$ cat src/shared/gaea_pkg.sv
package gaea_pkg;

  // ----------------------------------------------------------------
  // Register offsets
  // ----------------------------------------------------------------
  localparam logic [3:0] GAEA_OFF_CTRL = 4'h0;
  localparam logic [3:0] GAEA_OFF_ARM = 4'h1;
  localparam logic [3:0] GAEA_OFF_STATUS = 4'h2;
  localparam logic [3:0] GAEA_OFF_EVT = 4'h3;
  localparam logic [3:0] GAEA_OFF_IMASK = 4'h4;

  // ----------------------------------------------------------------
  // Field positions
  // ----------------------------------------------------------------
  localparam int GAEA_CTRL_TAKE = 0;
  localparam int GAEA_CTRL_EMUL = 1;
  localparam int GAEA_ARM_CHG = 8;
  localparam int GAEA_ARM_GAIN = 7;
  localparam int GAEA_ARM_PER = 6;
  localparam int GAEA_ARM_TRIG = 5;
  localparam int GAEA_ARM_SVC = 4;
  localparam int GAEA_ARM_CLR = 3;
  localparam int GAEA_ARM_LSN = 2;
  localparam int GAEA_ARM_TLK = 1;
  localparam int GAEA_ARM_IDLE = 0;
  localparam logic [15:0] GAEA_ARM_USED = 16'h01FF;
  localparam int GAEA_EVT_FLAG = 0;
  localparam int GAEA_EVT_DONE = 1;
  localparam int GAEA_EVT_REFUSED = 2;

  // ----------------------------------------------------------------
  // Reset values
  // ----------------------------------------------------------------
  localparam logic [15:0] GAEA_ARM_RST = 16'h0000;
  localparam logic [2:0] GAEA_IMASK_RST = 3'h0;
  localparam logic GAEA_EMUL_RST = 1'b0;

  // ----------------------------------------------------------------
  // Bus bytes and timing
  // ----------------------------------------------------------------
  localparam logic [7:0] GAEA_CMD_UNL = 8'h3F;
  localparam logic [7:0] GAEA_CMD_UNT = 8'h5F;
  localparam int GAEA_CLK_MHZ = 250;
  localparam int GAEA_IFC_US = 100;
  localparam logic [15:0] GAEA_IFC_CYC = 16'(GAEA_IFC_US * GAEA_CLK_MHZ);

  typedef enum logic [2:0] {
    GAEA_IDLE = 3'b000,
    GAEA_IFC = 3'b001,
    GAEA_ATN = 3'b010,
    GAEA_UNT = 3'b011,
    GAEA_UNL = 3'b100
  } gaea_state_t;

endpackage : gaea_pkg

$ cat src/gaea_top.sv
// Added by the designer: the plain strobed port and the placing of the registers.
`timescale 1ns/1ns
// What this block does
// - Take-control runs only while the board is active controller.
// - Take-control forces all other instruments idle so the board controls the bus.
// - As active and system controller, take-control pulses IFC.
// - As active non-system controller, assert ATN then send untalk and unlisten.
// - Arming mask is a 16-bit word; bits 7 to 0 each enable one condition, bits 15 to 9 are dropped.
// - Address-change bit arms every role-change condition at once.
// - Bit 7 arms the flag on becoming active controller.
// - Bit 6 arms the flag on passing control away.
// - Bit 5 arms the flag on a received bus trigger as peripheral.
// - Bit 4 arms the flag when the internal service request bit sets.
// - Bit 3 arms the flag on a received bus clear as peripheral.
// - Bit 2 arms the flag when addressed to listen as peripheral.
// - Bit 1 arms the flag when addressed to talk as peripheral.
// - Bit 0 arms the flag when unaddressed as peripheral.
// - Role-change conditions count only when the address-change status bit is set.
// - Flag generation is off after reset until emulation is enabled.
module gaea_top (
  input wire logic ref_clk,
  input wire logic sys_rst,
  input wire logic [3:0] reg_addr,
  input wire logic [15:0] reg_wdata,
  input wire logic reg_wr,
  input wire logic reg_rd,
  output logic [15:0] reg_rdata,
  input wire logic active_ctrl,
  input wire logic system_ctrl,
  input wire logic control_gained,
  input wire logic listen_selected,
  input wire logic output_role_assigned,
  input wire logic trigger_received,
  input wire logic clear_received,
  input wire logic internal_service_request,
  input wire logic address_role_changed,
  input wire logic cmd_ready,
  output logic ifc_out,
  output logic atn_out,
  output logic cmd_valid,
  output logic [7:0] cmd_byte,
  output logic event_flag,
  output logic irq
);
  import gaea_pkg::*;

  // ----------------------------------------------------------------
  // Overview
  // ----------------------------------------------------------------
  // The host reaches five registers over a plain strobe port.
  // A write of the take bit while the board is active controller starts
  // one of two sequences on the instrument bus.
  // As system controller it is a timed interface clear pulse.
  // Otherwise attention rises and untalk and unlisten follow in order.
  // Bus and role inputs come from another domain and pass two flops.
  // A third stage keeps the previous synced value for edge detection.
  // Each armed edge sets a sticky event bit that is cleared by a one.
  // A set that falls in the same cycle as its clear wins.
  // Attention stays asserted after the commands, as the board keeps control.
  // The interface clear length is fixed by a package constant.

  // ----------------------------------------------------------------
  // Input synchronisers
  // ----------------------------------------------------------------
  // The third stage only delays the second one; it never sees a raw pin,
  // so edges are taken between two settled samples.
  // An edge is therefore seen two clocks after the pin changes.
  localparam int NIN = 9;
  logic [NIN-1:0] raw_in;
  logic [NIN-1:0] s1_r;
  logic [NIN-1:0] s2_r;
  logic [NIN-1:0] s3_r;

  assign raw_in = {active_ctrl, system_ctrl, control_gained, listen_selected,
                   output_role_assigned, trigger_received, clear_received,
                   internal_service_request, address_role_changed};

  always_ff @(posedge ref_clk)
  begin
    if (sys_rst)
    begin
      s1_r <= '0;
      s2_r <= '0;
      s3_r <= '0;
    end
    else
    begin
      s1_r <= raw_in;
      s2_r <= s1_r;
      s3_r <= s2_r;
    end
  end

  logic act_s, sys_s, gain_s, lsn_s, tlk_s, trg_s, clr_s, svc_s, chg_s;
  assign {act_s, sys_s, gain_s, lsn_s, tlk_s, trg_s, clr_s, svc_s, chg_s} = s2_r;

  logic act_p, gain_p, lsn_p, tlk_p, trg_p, clr_p, svc_p;
  assign act_p = s3_r[8];
  assign gain_p = s3_r[6];
  assign lsn_p = s3_r[5];
  assign tlk_p = s3_r[4];
  assign trg_p = s3_r[3];
  assign clr_p = s3_r[2];
  assign svc_p = s3_r[1];

  // ----------------------------------------------------------------
  // Registers
  // ----------------------------------------------------------------
  logic [15:0] arm_r;
  logic emul_r;
  logic [2:0] evt_r;
  logic [2:0] imask_r;
  logic take_req;
  logic done_p;
  logic refused_p;
  logic flag_now;

  // The take bit is a pulse; it is never stored, so a read cannot show it.
  // The same write also carries the emulation enable.
  assign take_req = reg_wr && (reg_addr == GAEA_OFF_CTRL) && reg_wdata[GAEA_CTRL_TAKE];

  // Reserved arm bits are dropped on write, so a read shows only used bits.
  always_ff @(posedge ref_clk)
  begin
    if (sys_rst)
      arm_r <= GAEA_ARM_RST;
    else if (reg_wr && reg_addr == GAEA_OFF_ARM)
      arm_r <= reg_wdata & GAEA_ARM_USED;
  end

  always_ff @(posedge ref_clk)
  begin
    if (sys_rst)
      emul_r <= GAEA_EMUL_RST;
    else if (reg_wr && reg_addr == GAEA_OFF_CTRL)
      emul_r <= reg_wdata[GAEA_CTRL_EMUL];
  end

  always_ff @(posedge ref_clk)
  begin
    if (sys_rst)
      imask_r <= GAEA_IMASK_RST;
    else if (reg_wr && reg_addr == GAEA_OFF_IMASK)
      imask_r <= reg_wdata[2:0];
  end

  // ----------------------------------------------------------------
  // Event conditions
  // ----------------------------------------------------------------
  logic ev_gain, ev_per, ev_trg, ev_svc, ev_clr, ev_lsn, ev_tlk, ev_idle;
  logic role_ok;
  logic [15:0] arm_eff;
  logic [7:0] hit;

  // Role bits report a change only when the status byte shows one.
  // A role edge whose change bit comes a cycle later is not counted,
  // so the bus side must present both in the same cycle.
  assign role_ok = chg_s;
  // Control gained and control passed are the controller-side edges.
  assign ev_gain = role_ok && gain_s && !gain_p;
  assign ev_per = role_ok && !act_s && act_p;
  // Trigger and clear are bus commands and count only as peripheral.
  assign ev_trg = !act_s && trg_s && !trg_p;
  assign ev_clr = !act_s && clr_s && !clr_p;
  assign ev_svc = svc_s && !svc_p;
  // Listen, talk and unaddressed edges count only as peripheral.
  assign ev_lsn = role_ok && !act_s && lsn_s && !lsn_p;
  assign ev_tlk = role_ok && !act_s && tlk_s && !tlk_p;
  assign ev_idle = role_ok && !act_s && !lsn_s && !tlk_s && (lsn_p || tlk_p);

  // The address-change bit widens to all role-change conditions.
  assign arm_eff = arm_r | (arm_r[GAEA_ARM_CHG] ? 16'h00C7 : 16'h0000);

  // Each armed condition has its own bit, which keeps the final OR flat.
  always_comb
  begin
    hit = 8'h00;
    hit[GAEA_ARM_GAIN] = arm_eff[GAEA_ARM_GAIN] && ev_gain;
    hit[GAEA_ARM_PER] = arm_eff[GAEA_ARM_PER] && ev_per;
    hit[GAEA_ARM_TRIG] = arm_eff[GAEA_ARM_TRIG] && ev_trg;
    hit[GAEA_ARM_SVC] = arm_eff[GAEA_ARM_SVC] && ev_svc;
    hit[GAEA_ARM_CLR] = arm_eff[GAEA_ARM_CLR] && ev_clr;
    hit[GAEA_ARM_LSN] = arm_eff[GAEA_ARM_LSN] && ev_lsn;
    hit[GAEA_ARM_TLK] = arm_eff[GAEA_ARM_TLK] && ev_tlk;
    hit[GAEA_ARM_IDLE] = arm_eff[GAEA_ARM_IDLE] && ev_idle;
  end

  // No armed condition can set the flag until emulation is switched on.
  assign flag_now = emul_r && (|hit);

  logic [2:0] evt_set;
  logic [2:0] evt_clr;
  assign evt_set = {refused_p, done_p, flag_now};
  assign evt_clr = (reg_wr && reg_addr == GAEA_OFF_EVT) ? reg_wdata[2:0] : 3'h0;

  // Set wins over a clear in the same cycle so no event is lost.
  always_ff @(posedge ref_clk)
  begin
    if (sys_rst)
      evt_r <= 3'h0;
    else
      evt_r <= (evt_r & ~evt_clr) | evt_set;
  end

  // Both outputs lag the sticky bits by one cycle so they leave a flop.
  always_ff @(posedge ref_clk)
  begin
    if (sys_rst)
      event_flag <= 1'b0;
    else
      event_flag <= evt_r[GAEA_EVT_FLAG];
  end

  always_ff @(posedge ref_clk)
  begin
    if (sys_rst)
      irq <= 1'b0;
    else
      irq <= |(evt_r & imask_r);
  end

  // ----------------------------------------------------------------
  // Take-control sequencer
  // ----------------------------------------------------------------
  gaea_state_t st_r;
  logic [15:0] cnt_r;

  // A refusal only flags the event; nothing on the bus moves.
  // A request while busy is ignored, not refused, so software polls busy.
  assign refused_p = take_req && (st_r == GAEA_IDLE) && !act_s;

  always_ff @(posedge ref_clk)
  begin
    if (sys_rst)
    begin
      st_r <= GAEA_IDLE;
      cnt_r <= 16'h0000;
      ifc_out <= 1'b0;
      atn_out <= 1'b0;
      cmd_valid <= 1'b0;
      cmd_byte <= 8'h00;
      done_p <= 1'b0;
    end
    else
    begin
      done_p <= 1'b0;
      unique case (st_r)
        GAEA_IDLE:
        begin
          if (take_req && act_s)
          begin
            if (sys_s)
            begin
              st_r <= GAEA_IFC;
              ifc_out <= 1'b1;
              // Loaded one short, as the zero count is a cycle of its own.
              cnt_r <= GAEA_IFC_CYC - 16'h0001;
            end
            else
            begin
              st_r <= GAEA_ATN;
              atn_out <= 1'b1;
            end
          end
        end
        GAEA_IFC:
        begin
          if (cnt_r == 16'h0000)
          begin
            ifc_out <= 1'b0;
            st_r <= GAEA_IDLE;
            done_p <= 1'b1;
          end
          else
            cnt_r <= cnt_r - 16'h0001;
        end
        GAEA_ATN:
        begin
          // Attention leads the first byte by one cycle so it settles first.
          cmd_valid <= 1'b1;
          cmd_byte <= GAEA_CMD_UNT;
          st_r <= GAEA_UNT;
        end
        // A byte is held until the transmitter takes it; a slow instrument
        // only stretches the phase.
        GAEA_UNT:
        begin
          if (cmd_ready)
          begin
            cmd_byte <= GAEA_CMD_UNL;
            st_r <= GAEA_UNL;
          end
        end
        GAEA_UNL:
        begin
          if (cmd_ready)
          begin
            cmd_valid <= 1'b0;
            st_r <= GAEA_IDLE;
            done_p <= 1'b1;
          end
        end
        default:
          st_r <= GAEA_IDLE;
      endcase
    end
  end

  // ----------------------------------------------------------------
  // Read port
  // ----------------------------------------------------------------
  // Read data stand for one cycle only and return to zero afterwards.
  // Unmapped offsets read as zero.
  always_ff @(posedge ref_clk)
  begin
    if (sys_rst)
      reg_rdata <= 16'h0000;
    else if (reg_rd)
    begin
      unique case (reg_addr)
        GAEA_OFF_CTRL: reg_rdata <= {14'h0000, emul_r, st_r != GAEA_IDLE};
        GAEA_OFF_ARM: reg_rdata <= arm_r;
        GAEA_OFF_STATUS: reg_rdata <= {7'h00, s2_r};
        GAEA_OFF_EVT: reg_rdata <= {13'h0000, evt_r};
        GAEA_OFF_IMASK: reg_rdata <= {13'h0000, imask_r};
        default: reg_rdata <= 16'h0000;
      endcase
    end
    else
      reg_rdata <= 16'h0000;
  end

endmodule : gaea_top

$ cat config.mk
export PLATFORM = sky130hd
export DESIGN_NAME = gaea_top
export DESIGN_NICKNAME = d
export VERILOG_FILES = /design/src/shared/gaea_pkg.sv /design/src/gaea_top.sv
export SDC_FILE = /design/constraint.sdc
export NUM_CORES = 1
export LEC_CHECK = 0
export BUFFER_PORTS_ARGS = -buffer_cell sky130_fd_sc_hd__buf_2
export CAP_MARGIN = 10
export CORE_UTILIZATION = 55
export DETAILED_ROUTE_END_ITERATION = 8
export GPL_TIMING_DRIVEN = 1
export PLACE_DENSITY = 0.79
export RECOVER_POWER = 100
export SYNTH_ARGS = -nofsm -noshare
export SYNTH_HDL_FRONTEND = slang
export SYNTH_SLANG_ARGS = --single-unit
$ cat constraint.sdc
create_clock -name ref_clk -period 3.7 [get_ports ref_clk]
set_input_delay 0.555 -clock ref_clk [delete_from_list [all_inputs] [get_ports ref_clk]]
set_output_delay 0.555 -clock ref_clk [all_outputs]
set_load 0.05 [all_outputs]
Word-level counts from Yosys, hierarchy flattened
Cells that the tools add are included.
{"block": "totals", "latchBits": 0, "input_bits": 34, "reg_bits": 92, "elab_cells": 122, "mem_count": 0, "rom_bits": 0, "ram_bits": 0, "output_inout_bits": 29}
{"block": "classes", "n_eq_ne": 14, "magnitude_cmp": 0, "n_bitwise": 7, "n_mul": 0, "muxes": 24, "div_mod_pow": 0, "shift": 0, "n_reduce_logical": 59, "n_addsub": 1}
{"op": "16-bit two-way mux", "n": 3}
{"op": "9-bit case mux with 5 select lines", "n": 1}
{"op": "1-bit logical AND", "n": 33}
{"op": "16-bit case mux with 2 select lines", "n": 1}
{"op": "16-bit logical NOT", "n": 1}
{"op": "8-bit two-way mux", "n": 2}
{"op": "8-bit case mux with 2 select lines", "n": 1}
{"op": "16-bit by 1-bit subtractor with 16-bit output, second input constant", "n": 1}
{"op": "3-bit two-way mux", "n": 5}
{"op": "3-bit case mux with 5 select lines", "n": 1}
{"op": "4-bit AND reduction", "n": 3}
{"op": "2-bit inequality test, second input constant", "n": 5}
{"op": "1-bit logical NOT", "n": 9}
{"op": "4-bit by 2-bit equality test with 1-bit output, second input constant", "n": 2}
{"op": "8-bit bitwise OR", "n": 1}
{"op": "8-bit OR reduction", "n": 1}
{"op": "3-bit AND", "n": 2}
{"op": "3-bit by 2-bit equality test with 1-bit output, second input constant", "n": 2}
{"op": "1-bit two-way mux", "n": 6}
{"op": "1-bit case mux with 2 select lines", "n": 3}
{"op": "2-bit nonzero test", "n": 3}
{"op": "4-bit by 1-bit equality test with 1-bit output, second input constant", "n": 1}
{"op": "4-bit by 3-bit equality test with 1-bit output, second input constant", "n": 1}
{"op": "4-bit logical NOT", "n": 1}
{"op": "other kinds (14)", "n": 16}

Longest topological paths before layout
Gate-level depths: netlist of the first run.
{"block": "logic_depth", "word_depth": 9, "mapped_depth": 7}

Least setup slack after synthesis of the first run
OpenSTA, ideal clock, no wires.
{"block": "synth_path", "path_type": "input-to-reg", "from": "input port reg_addr[1]", "to": "register cnt_r[7]", "setup_ns": 0.074, "path_slack_ns": 1.479, "required_ns": 3.626, "path_stages": 6, "t_arrival_ns": 2.147, "path_cell_list": "buf_6 > or3b_4 > o41ai_4 > o211ai_4 > or4_1 > a31oi_1"}
{"block": "synth_via", "elab_chain_len": 6}
{"element": "start, declared", "line": "gaea_top.sv:23", "source": "input wire logic [3:0] reg_addr,"}
{"element": "4-bit logical NOT", "line": "gaea_top.sv:120", "source": "assign take_req = reg_wr && (reg_addr == GAEA_OFF_CTRL) && reg_wdata[GAEA_CTRL_TAKE];"}
{"element": "1-bit logical AND (2 in a row)", "line": "gaea_top.sv:120"}
{"element": "1-bit logical AND", "line": "gaea_top.sv:250", "source": "if (take_req && act_s)"}
{"element": "2-bit by 1-bit inequality test with 1-bit output (no line)"}
{"element": "4-bit AND reduction (no line)"}
{"element": "end signal, assigned", "line": "gaea_top.sv:257", "source": "cnt_r <= GAEA_IFC_CYC - 16'h0001;"}
{"element": "end signal, assigned", "line": "gaea_top.sv:275", "source": "cnt_r <= cnt_r - 16'h0001;"}
{"element": "end, declared", "line": "gaea_top.sv:226", "source": "logic [15:0] cnt_r;"}
No other way between the ends.
A chain may end at the register's enable or synchronous reset.

Worst setup path after layout of the first run
{"block": "layout_path", "from": "input port reg_wr", "to": "register cnt_r[7]"}
{"block": "layout_via", "elab_chain_len": 5}
{"element": "start, declared", "line": "gaea_top.sv:25", "source": "input wire logic reg_wr,"}
{"element": "1-bit logical AND (2 in a row)", "line": "gaea_top.sv:120"}
{"element": "1-bit logical AND", "line": "gaea_top.sv:250"}
{"element": "2-bit by 1-bit inequality test with 1-bit output (no line)"}
{"element": "4-bit AND reduction (no line)"}
No other way between the ends.

==> reports/metrics.csv, run 1 <==
stage,metric,value,unit
outcome,status,completed,
clock_network,cts_hold_buffers,0,
placed_design,place_area,3506,um^2
synthesis,async_flop_share,0,%
power_and_ir_drop,p_per_area,734.1,nW/um^2
worst_setup_path,startpoint_type,input port,
worst_setup_path,critPathMaxStageDelay,500,ps
worst_setup_path,ff2ff_setup_slack,1420,ps
hold_path,hold_class,in2reg,
synthesis,syn_avg_cell_area,9.018,um^2
synthesis,synth_seq_cells,78,
synthesis,synthCells,367,
grt,grtUsageTotal,23.39,%
synthesis,ys_seq_area_share,47.18,%
sta,finalSetupViolCount,0,
worst_setup_path,crit_required,3960,ps
worst_setup_path,critPathArrivalTime,2910,ps
clock_network,cts_root_buf,clkbuf_8,
die,die_x,79.57,um
worst_setup_path,cp_max_fo,14,
synthesis,yosysTopAreaCell,dfxtp_1,
grt,grt_pass1_wl,11290,um
layout,syn_to_final_growth,10.40,%
clock_network,clk_latency,350,ps
placed_design,dp_hpwl,4824,um
layout,utilization,64.76,%
power_and_ir_drop,ir_worst_vdd,551.1,uV
sta,min_period_over_period,71.68,%
sta,relSlewSlack,27.48,%
clock_network,cts_max_level,3,
sta,fmax,377.0,MHz
route,first_iter_violations,146,
sta,hold_slack,414.6,ps
sta,slew_viol_final,0,
job,max_cap_violations,0,
grt,antenna_found_initial,0,
worst_setup_path,crit_slowest_cell,or3b_1,
route,vias_per_cell,5.627,
sta,rsz0062_at_grt,false,
clock_network,clkTransAtPathRegs,70,ps
synthesis,synth_edf_count,0,
worst_setup_path,reg2reg_to,cnt_r[7],
sta,fin_setup_tns,0,ps
die,num_rows,27,
route,drc,0,
hold_path,hold_path_end,s1_r[4],
clock_network,cts_buffers,9,
hold_path,hold_depth,2,
sta,finalCriticalPeriod,2652,ps
sta,worst_pin_slew,1088,ps
route,wirelength,6941,um
placed_design,io_buffers,47,
die,dieArea,6331,um^2
synthesis,synth_area_leaders,"dfxtp_1, nor2b_1, nor2_1",
route,antenna_left,0,
layout,drive_gt1_share,11.03,%
worst_setup_path,path_cells,clkbuf_1 -> or3b_1 -> o41ai_4 -> o211ai_1 -> or4_1 -> a31oi_1,
route,first_pass_iters,4,
layout,layout.nets,439,
route,wl_per_cell,14.46,um
synthesis,netlist_area,3309,um^2
clock_network,clock_path_buffers,2,
placed_design,place_inst,465,
synthesis,yosys.area.top_type_share,47.18,%
synthesis,ys.flop_type,dfxtp_1,
worst_setup_path,reg2regPathDepth,5,
grt,grt_pass1_vias,2499,
synthesis,yosysUniqueCellTypes,56,
clock_network,cts_resized,0,
sta,finClkSkew,14.20,ps
die,pin_count,63,
sta,finalHoldViolCount,0,
worst_setup_path,endpoint_kind,flip-flop,
clock_network,cts_tree,built,
route,vias,2701,
synthesis,ys_warn_count,0,
die,initial_utilization,58.66,%
clock_network,post_cts_buffers,0,
power_and_ir_drop,leakage,1.361,nW
placed_design,place.gp.congestion,0.9098,
clock_network,clkSinkCount,78,
worst_setup_path,rr_startpoint,st_r[0],
hold_path,min_from,output_role_assigned,
layout,antenna_cells,0,
grt,overflow,0,
grt,grt_max_degree,62,
layout,final_area,3654,um^2
die,chipHeight,79.57,um
die,core,5642,um^2
worst_setup_path,critical_path_class,in2reg,
layout,final_cells,480,
-- layout by cell type (no fill, tap or decap), types with 4 or more instances in the layout --
cell type | netlist | layout
nand3_1 | 14 | 14
nand4_1 | 4 | 4
buf_2 | 1 | 24
inv_1 | 10 | 10
a31oi_1 | 5 | 5
conb_1 | 1 | 8
clkbuf_8 | 0 | 10
nor4_1 | 4 | 4
or3_1 | 7 | 7
mux2i_1 | 6 | 6
clkbuf_1 | 13 | 25
a21oi_1 | 27 | 27
xnor2_1 | 7 | 7
o21ai_0 | 8 | 8
dfxtp_1 | 78 | 78
a211oi_1 | 5 | 5
or4_1 | 4 | 4
nor2b_1 | 28 | 28
nor2_1 | 41 | 41
nor3_1 | 4 | 4
nand2_1 | 25 | 25
a22oi_1 | 9 | 9
nand3b_1 | 5 | 5
-- cell usage after synthesis, types with 6 or more instances --
cell type	number
or3_1	7
mux2i_1	6
clkbuf_1	13
o21ai_0	8
nand2_1	25
nor2b_1	28
dfxtp_1	78
a21oi_1	27
a22oi_1	9
nor2_1	41
buf_4	12
nand3_1	14
inv_1	10
xnor2_1	7
-- flip-flops by register name, indices dropped and copies added, names as in the netlist --
signal,flops
cnt_r,16
arm_r,9
reg_rdata,9
s1_r,9
s2_r,9
s3_r,7
cmd_byte,3
evt_r,3
imask_r,3
st_r,3
atn_out,1
cmd_valid,1
done_p,1
emul_r,1
event_flag,1
ifc_out,1
irq,1
-- cell type report --
| type | instances | area (um^2) |
|---|---|---|
| fill | 495 | 1988 |
| sequential | 78 | 1562 |
| multi-input combinational | 257 | 1558 |
| timing repair buffer | 48 | 210.2 |
| clock buffer | 11 | 141.4 |
| tap | 72 | 90.09 |
| clock inverter | 4 | 55.05 |
| inverter | 10 | 37.54 |
-- per-layer routing --
metal  wire length [um]  vias up  part of all wire [%]  track usage, %
met3                353       14                   5.1           3.543
met2               3257       74                    47           37.44
li1                   -     1357                     -               -
met5                  0        -                     0               0
met1               3201     1256                    46           29.93
met4                129        0                   1.9           13.09
-- through the flow --
step / total power, W / setup slack, ps
5_1_grt: 0.002848 / 905.4
6_report: 0.002682 / 1048
3_5_place_dp: 0.002087 / 1096
4_1_cts: 0.002721 / 1469
2_1_floorplan: 0.001915 / 1479
3_3_place_gp: 0.002063 / 1156
-- where the power goes --
part	internal [W]	switching, W
combinational	0.000358	0.000609
sequential	0.000952	0.000127
clock	0.000331	0.000304
total	0.00164	0.00104
-- worst max-delay path, delay by kind of cell --
family	cells	cell delay, ps
AO/OA/AOI/OAI	3	890
buffers and inverters	1	480
AND/OR/NAND/NOR	2	980
-- worst max-delay path by stage --
stage                      from  endpoint  slack (ps)  cells after the start
global placement         reg_wr  cnt_r[7]        1160                      6
floorplan           reg_addr[1]  cnt_r[7]        1480                      6
global route             reg_wr  cnt_r[7]         910                      6
detailed placement       reg_wr  cnt_r[7]        1100                      6
finish                   reg_wr  cnt_r[7]        1050                      6
CTS                      reg_wr  cnt_r[7]        1470                      6
-- kinds of logic after synthesis --
logic type / Yosys count / share of synthesized area, %
simple gates: 154 / 24.99
mux: 7 / 2.495
other cells: 1 / 0.1133
compound gates: 79 / 16.67
flops: 78 / 47.18
fa+ha+maj: 1 / 0.3780
buf+inv: 39 / 6.049
xor+xnor: 8 / 2.117
Note: power is estimated with default switching activity, not from simulation.
==> run 2, diff against run 1 <==
==> constraint.sdc (replaced) <==
create_clock -name ref_clk -period 2.78 [get_ports ref_clk]
set_input_delay 0.417 -clock ref_clk [delete_from_list [all_inputs] [get_ports ref_clk]]
set_output_delay 0.417 -clock ref_clk [all_outputs]
set_load 0.05 [all_outputs]
==> run 2 against run 1 <==
Wire length decreased by 3.6%. First-iteration DRC count is 15% lower. Clock power up 23%. Core utilization unchanged. Die area did not move. Register-to-register slack got worse by 950 ps. Clock skew is 1.3 ps lower.
==> reports/metrics.csv, run 2 (synthesis results as in run 1) <==
stage,metric,value,unit,change
route,first_iter_violations,124,,-15%
power_and_ir_drop,ir_worst_vdd,676.8,uV,+23%
power_and_ir_drop,pwr-share-seq,40.8,%,+0.6 points
power_and_ir_drop,leakage,1.364,nW,+0.20%
sta,rsz0062_at_grt,false,,
outcome,status,completed,,
layout,syn_to_final_growth,10.40,%,unchanged
power_and_ir_drop,clkPwrFrac,22.2,%,-1.5 points
die,initial_utilization,58.66,%,unchanged
placed_design,place.gp.congestion,0.9205,,+1.2%
layout,drive_gt1_share,11.44,%,+0.41 points
power_and_ir_drop,p_per_area,963.5,nW/um^2,+31%
route,vias,2724,,+0.85%
sta,finalSetupViolCount,0,,unchanged
clock_network,cts_tree,built,,
power_and_ir_drop,p_sw,0.001398,W,+34%
layout,largest_register_ffs,16,,unchanged
sta,finalCriticalPeriod,2308,ps,
clock_network,post_cts_buffers,0,,unchanged
die,pin_count,63,,unchanged
worst_setup_path,crit_slowest_cell,dfxtp_1,,
layout,ff_latch_area,1562,um^2,unchanged
worst_setup_path,startpoint_type,flip-flop,,
power_and_ir_drop,swShare,39.72,%,+0.93 points
worst_setup_path,critPathBufInv,0,,-1
route,first_pass_iters,4,,unchanged
worst_setup_path,path_cells,nor3b_1 -> nand4_1 -> o211ai_1 -> or4_1 -> a31oi_1,,
grt,overflow,0,,unchanged
grt,grtUsageTotal,22.72,%,-0.67 points
power_and_ir_drop,p_total,0.003520,W,+31%
clock_network,cts_root_buf,clkbuf_8,,
placed_design,io_buffers,47,,unchanged
die,dieArea,6331,um^2,unchanged
layout,final_common_cell,dfxtp_1,,
layout,largest-register,cnt_r,,
hold_path,hold_class,in2reg,,
sta,finalHoldViolCount,0,,unchanged
sta,worst_pin_slew,1322,ps,+233.8 ps
sta,fin_setup_tns,0,ps,unchanged
clock_network,clkTransAtPathRegs,70,ps,about the same
placed_design,dp_hpwl,4754,um,-1.4%
sta,finClkSkew,12.86,ps,-1.333 ps
sta,slew_viol_final,0,,unchanged
worst_setup_path,critPathArrivalTime,2510,ps,-400 ps
clock_network,clk_latency,350,ps,about the same
worst_setup_path,critical_path_class,reg2reg,,
grt,grt_max_degree,34,,-45%
route,wl_per_cell,13.86,um,-4.2%
grt,antenna_found_initial,0,,unchanged
sta,fmax,433.3,MHz,
layout,layout_common_cells,"dfxtp_1, nor2_1, nor2b_1",,
layout,fillers,478,,-3.4%
route,drc,0,,unchanged
power_and_ir_drop,power_frac_comb,37.0,%,+0.9 points
worst_setup_path,cp_max_fo,14,,unchanged
route,antenna_left,0,,unchanged
die,core,5642,um^2,unchanged
sta,min_period_over_period,83.01,%,
grt,grt_pass1_vias,2425,,-3.0%
job,max_cap_violations,0,,unchanged
clock_network,clkSinkCount,78,,unchanged
sta,relSlewSlack,11.90,%,-16 points
clock_network,cts_resized,0,,unchanged
sta,fin_ws,472.3,ps,-575.4 ps
route,wirelength,6692,um,-3.6%
route,vias_per_cell,5.640,,+0.23%
worst_setup_path,endpoint_kind,flip-flop,,
clock_network,cts_buffers,9,,unchanged
grt,grt_pass1_wl,11050,um,-2.1%
worst_setup_path,cpLargestDelayFamily,simple AND/OR/NAND/NOR gates,,
worst_setup_path,critPathMaxStageDelay,580,ps,+80 ps
die,num_rows,27,,unchanged
layout,multi_input_area,1558,um^2,unchanged
worst_setup_path,ff2ff_setup_slack,470,ps,-950 ps
layout,layout.nets,441,,+0.46%
clock_network,cts_max_level,3,,unchanged
clock_network,cts_hold_buffers,0,,unchanged
placed_design,place_ws,439.9,ps,-656.1 ps
clock_network,clock_path_buffers,2,,unchanged
die,chipHeight,79.57,um,unchanged
power_and_ir_drop,p_int,0.002122,W,+29%
worst_setup_path,crit_required,2990,ps,-970 ps
layout,antenna_cells,0,,unchanged
die,die_x,79.57,um,unchanged
==> run 2: cell count changes in the layout (fill, tap and decap cells not counted), sizes merged <==
cell | before | now
inv | 12 | 11
bufinv | 1 | 0
clkinv | 0 | 2
clkbuf | 35 | 38
==> run 2: path summary, 6_finish.rpt <==
check | start | to | cells after the start
min reg2reg | s1_r[4] | s2_r[4] | 1
max | st_r[0] | cnt_r[7] | 5
max reg2reg | st_r[0] | cnt_r[7] | 5
min | active_ctrl | s1_r[8] | 2
==> run 2: per-stage QoR <==
stage                     hold slack [ps]  std cells  utilization, %  area (um^2)
after CTS                           266.1        483           65.69         3706
after detailed placement            423.9        467           62.41         3521
after floorplan                     413.0        374               -         3336
final                               278.9        483           64.76         3654
after global placement              417.5        467           62.41         3521
after global routing                264.4        483           64.76         3654
==> run 2: layout make-up <==
cell class	count	share of cell area (%)
multi-input cells	257	42.64
inverters	10	1.027
flip-flops and latches	78	42.74
clock inverters	4	0.8219
clock buffers	12	4.247
repair buffers	50	6.062
well taps	72	2.466
==> run 2: power by group through the flow <==
stage | Clock [W] | Combinational (W) | Sequential [W]
3_5_place_dp | 0 | 0.00133 | 0.00146
6_report | 0.000781 | 0.00130 | 0.00144
2_1_floorplan | 0 | 0.00109 | 0.00146
3_3_place_gp | 0 | 0.00130 | 0.00145
5_1_grt | 0.000836 | 0.00145 | 0.00146
4_1_cts | 0.000791 | 0.00134 | 0.00143
==> run 2: layer usage <==
layer	vias up	share of wire (%)	GRT usage, %
li1	1366	-	-
met1	1246	47	29.96
met2	95	45	34.19
met3	17	5.6	4.914
met4	0	2.5	12.73
met5	-	0	0
==> run 2: worst reg2reg max path: cells and delay by family, from the launching register on <==
kind / cells / cell delay [ps]
flip-flops: 1 / 580
AO/OA/AOI/OAI: 2 / 590
AND/OR/NAND/NOR: 3 / 1000
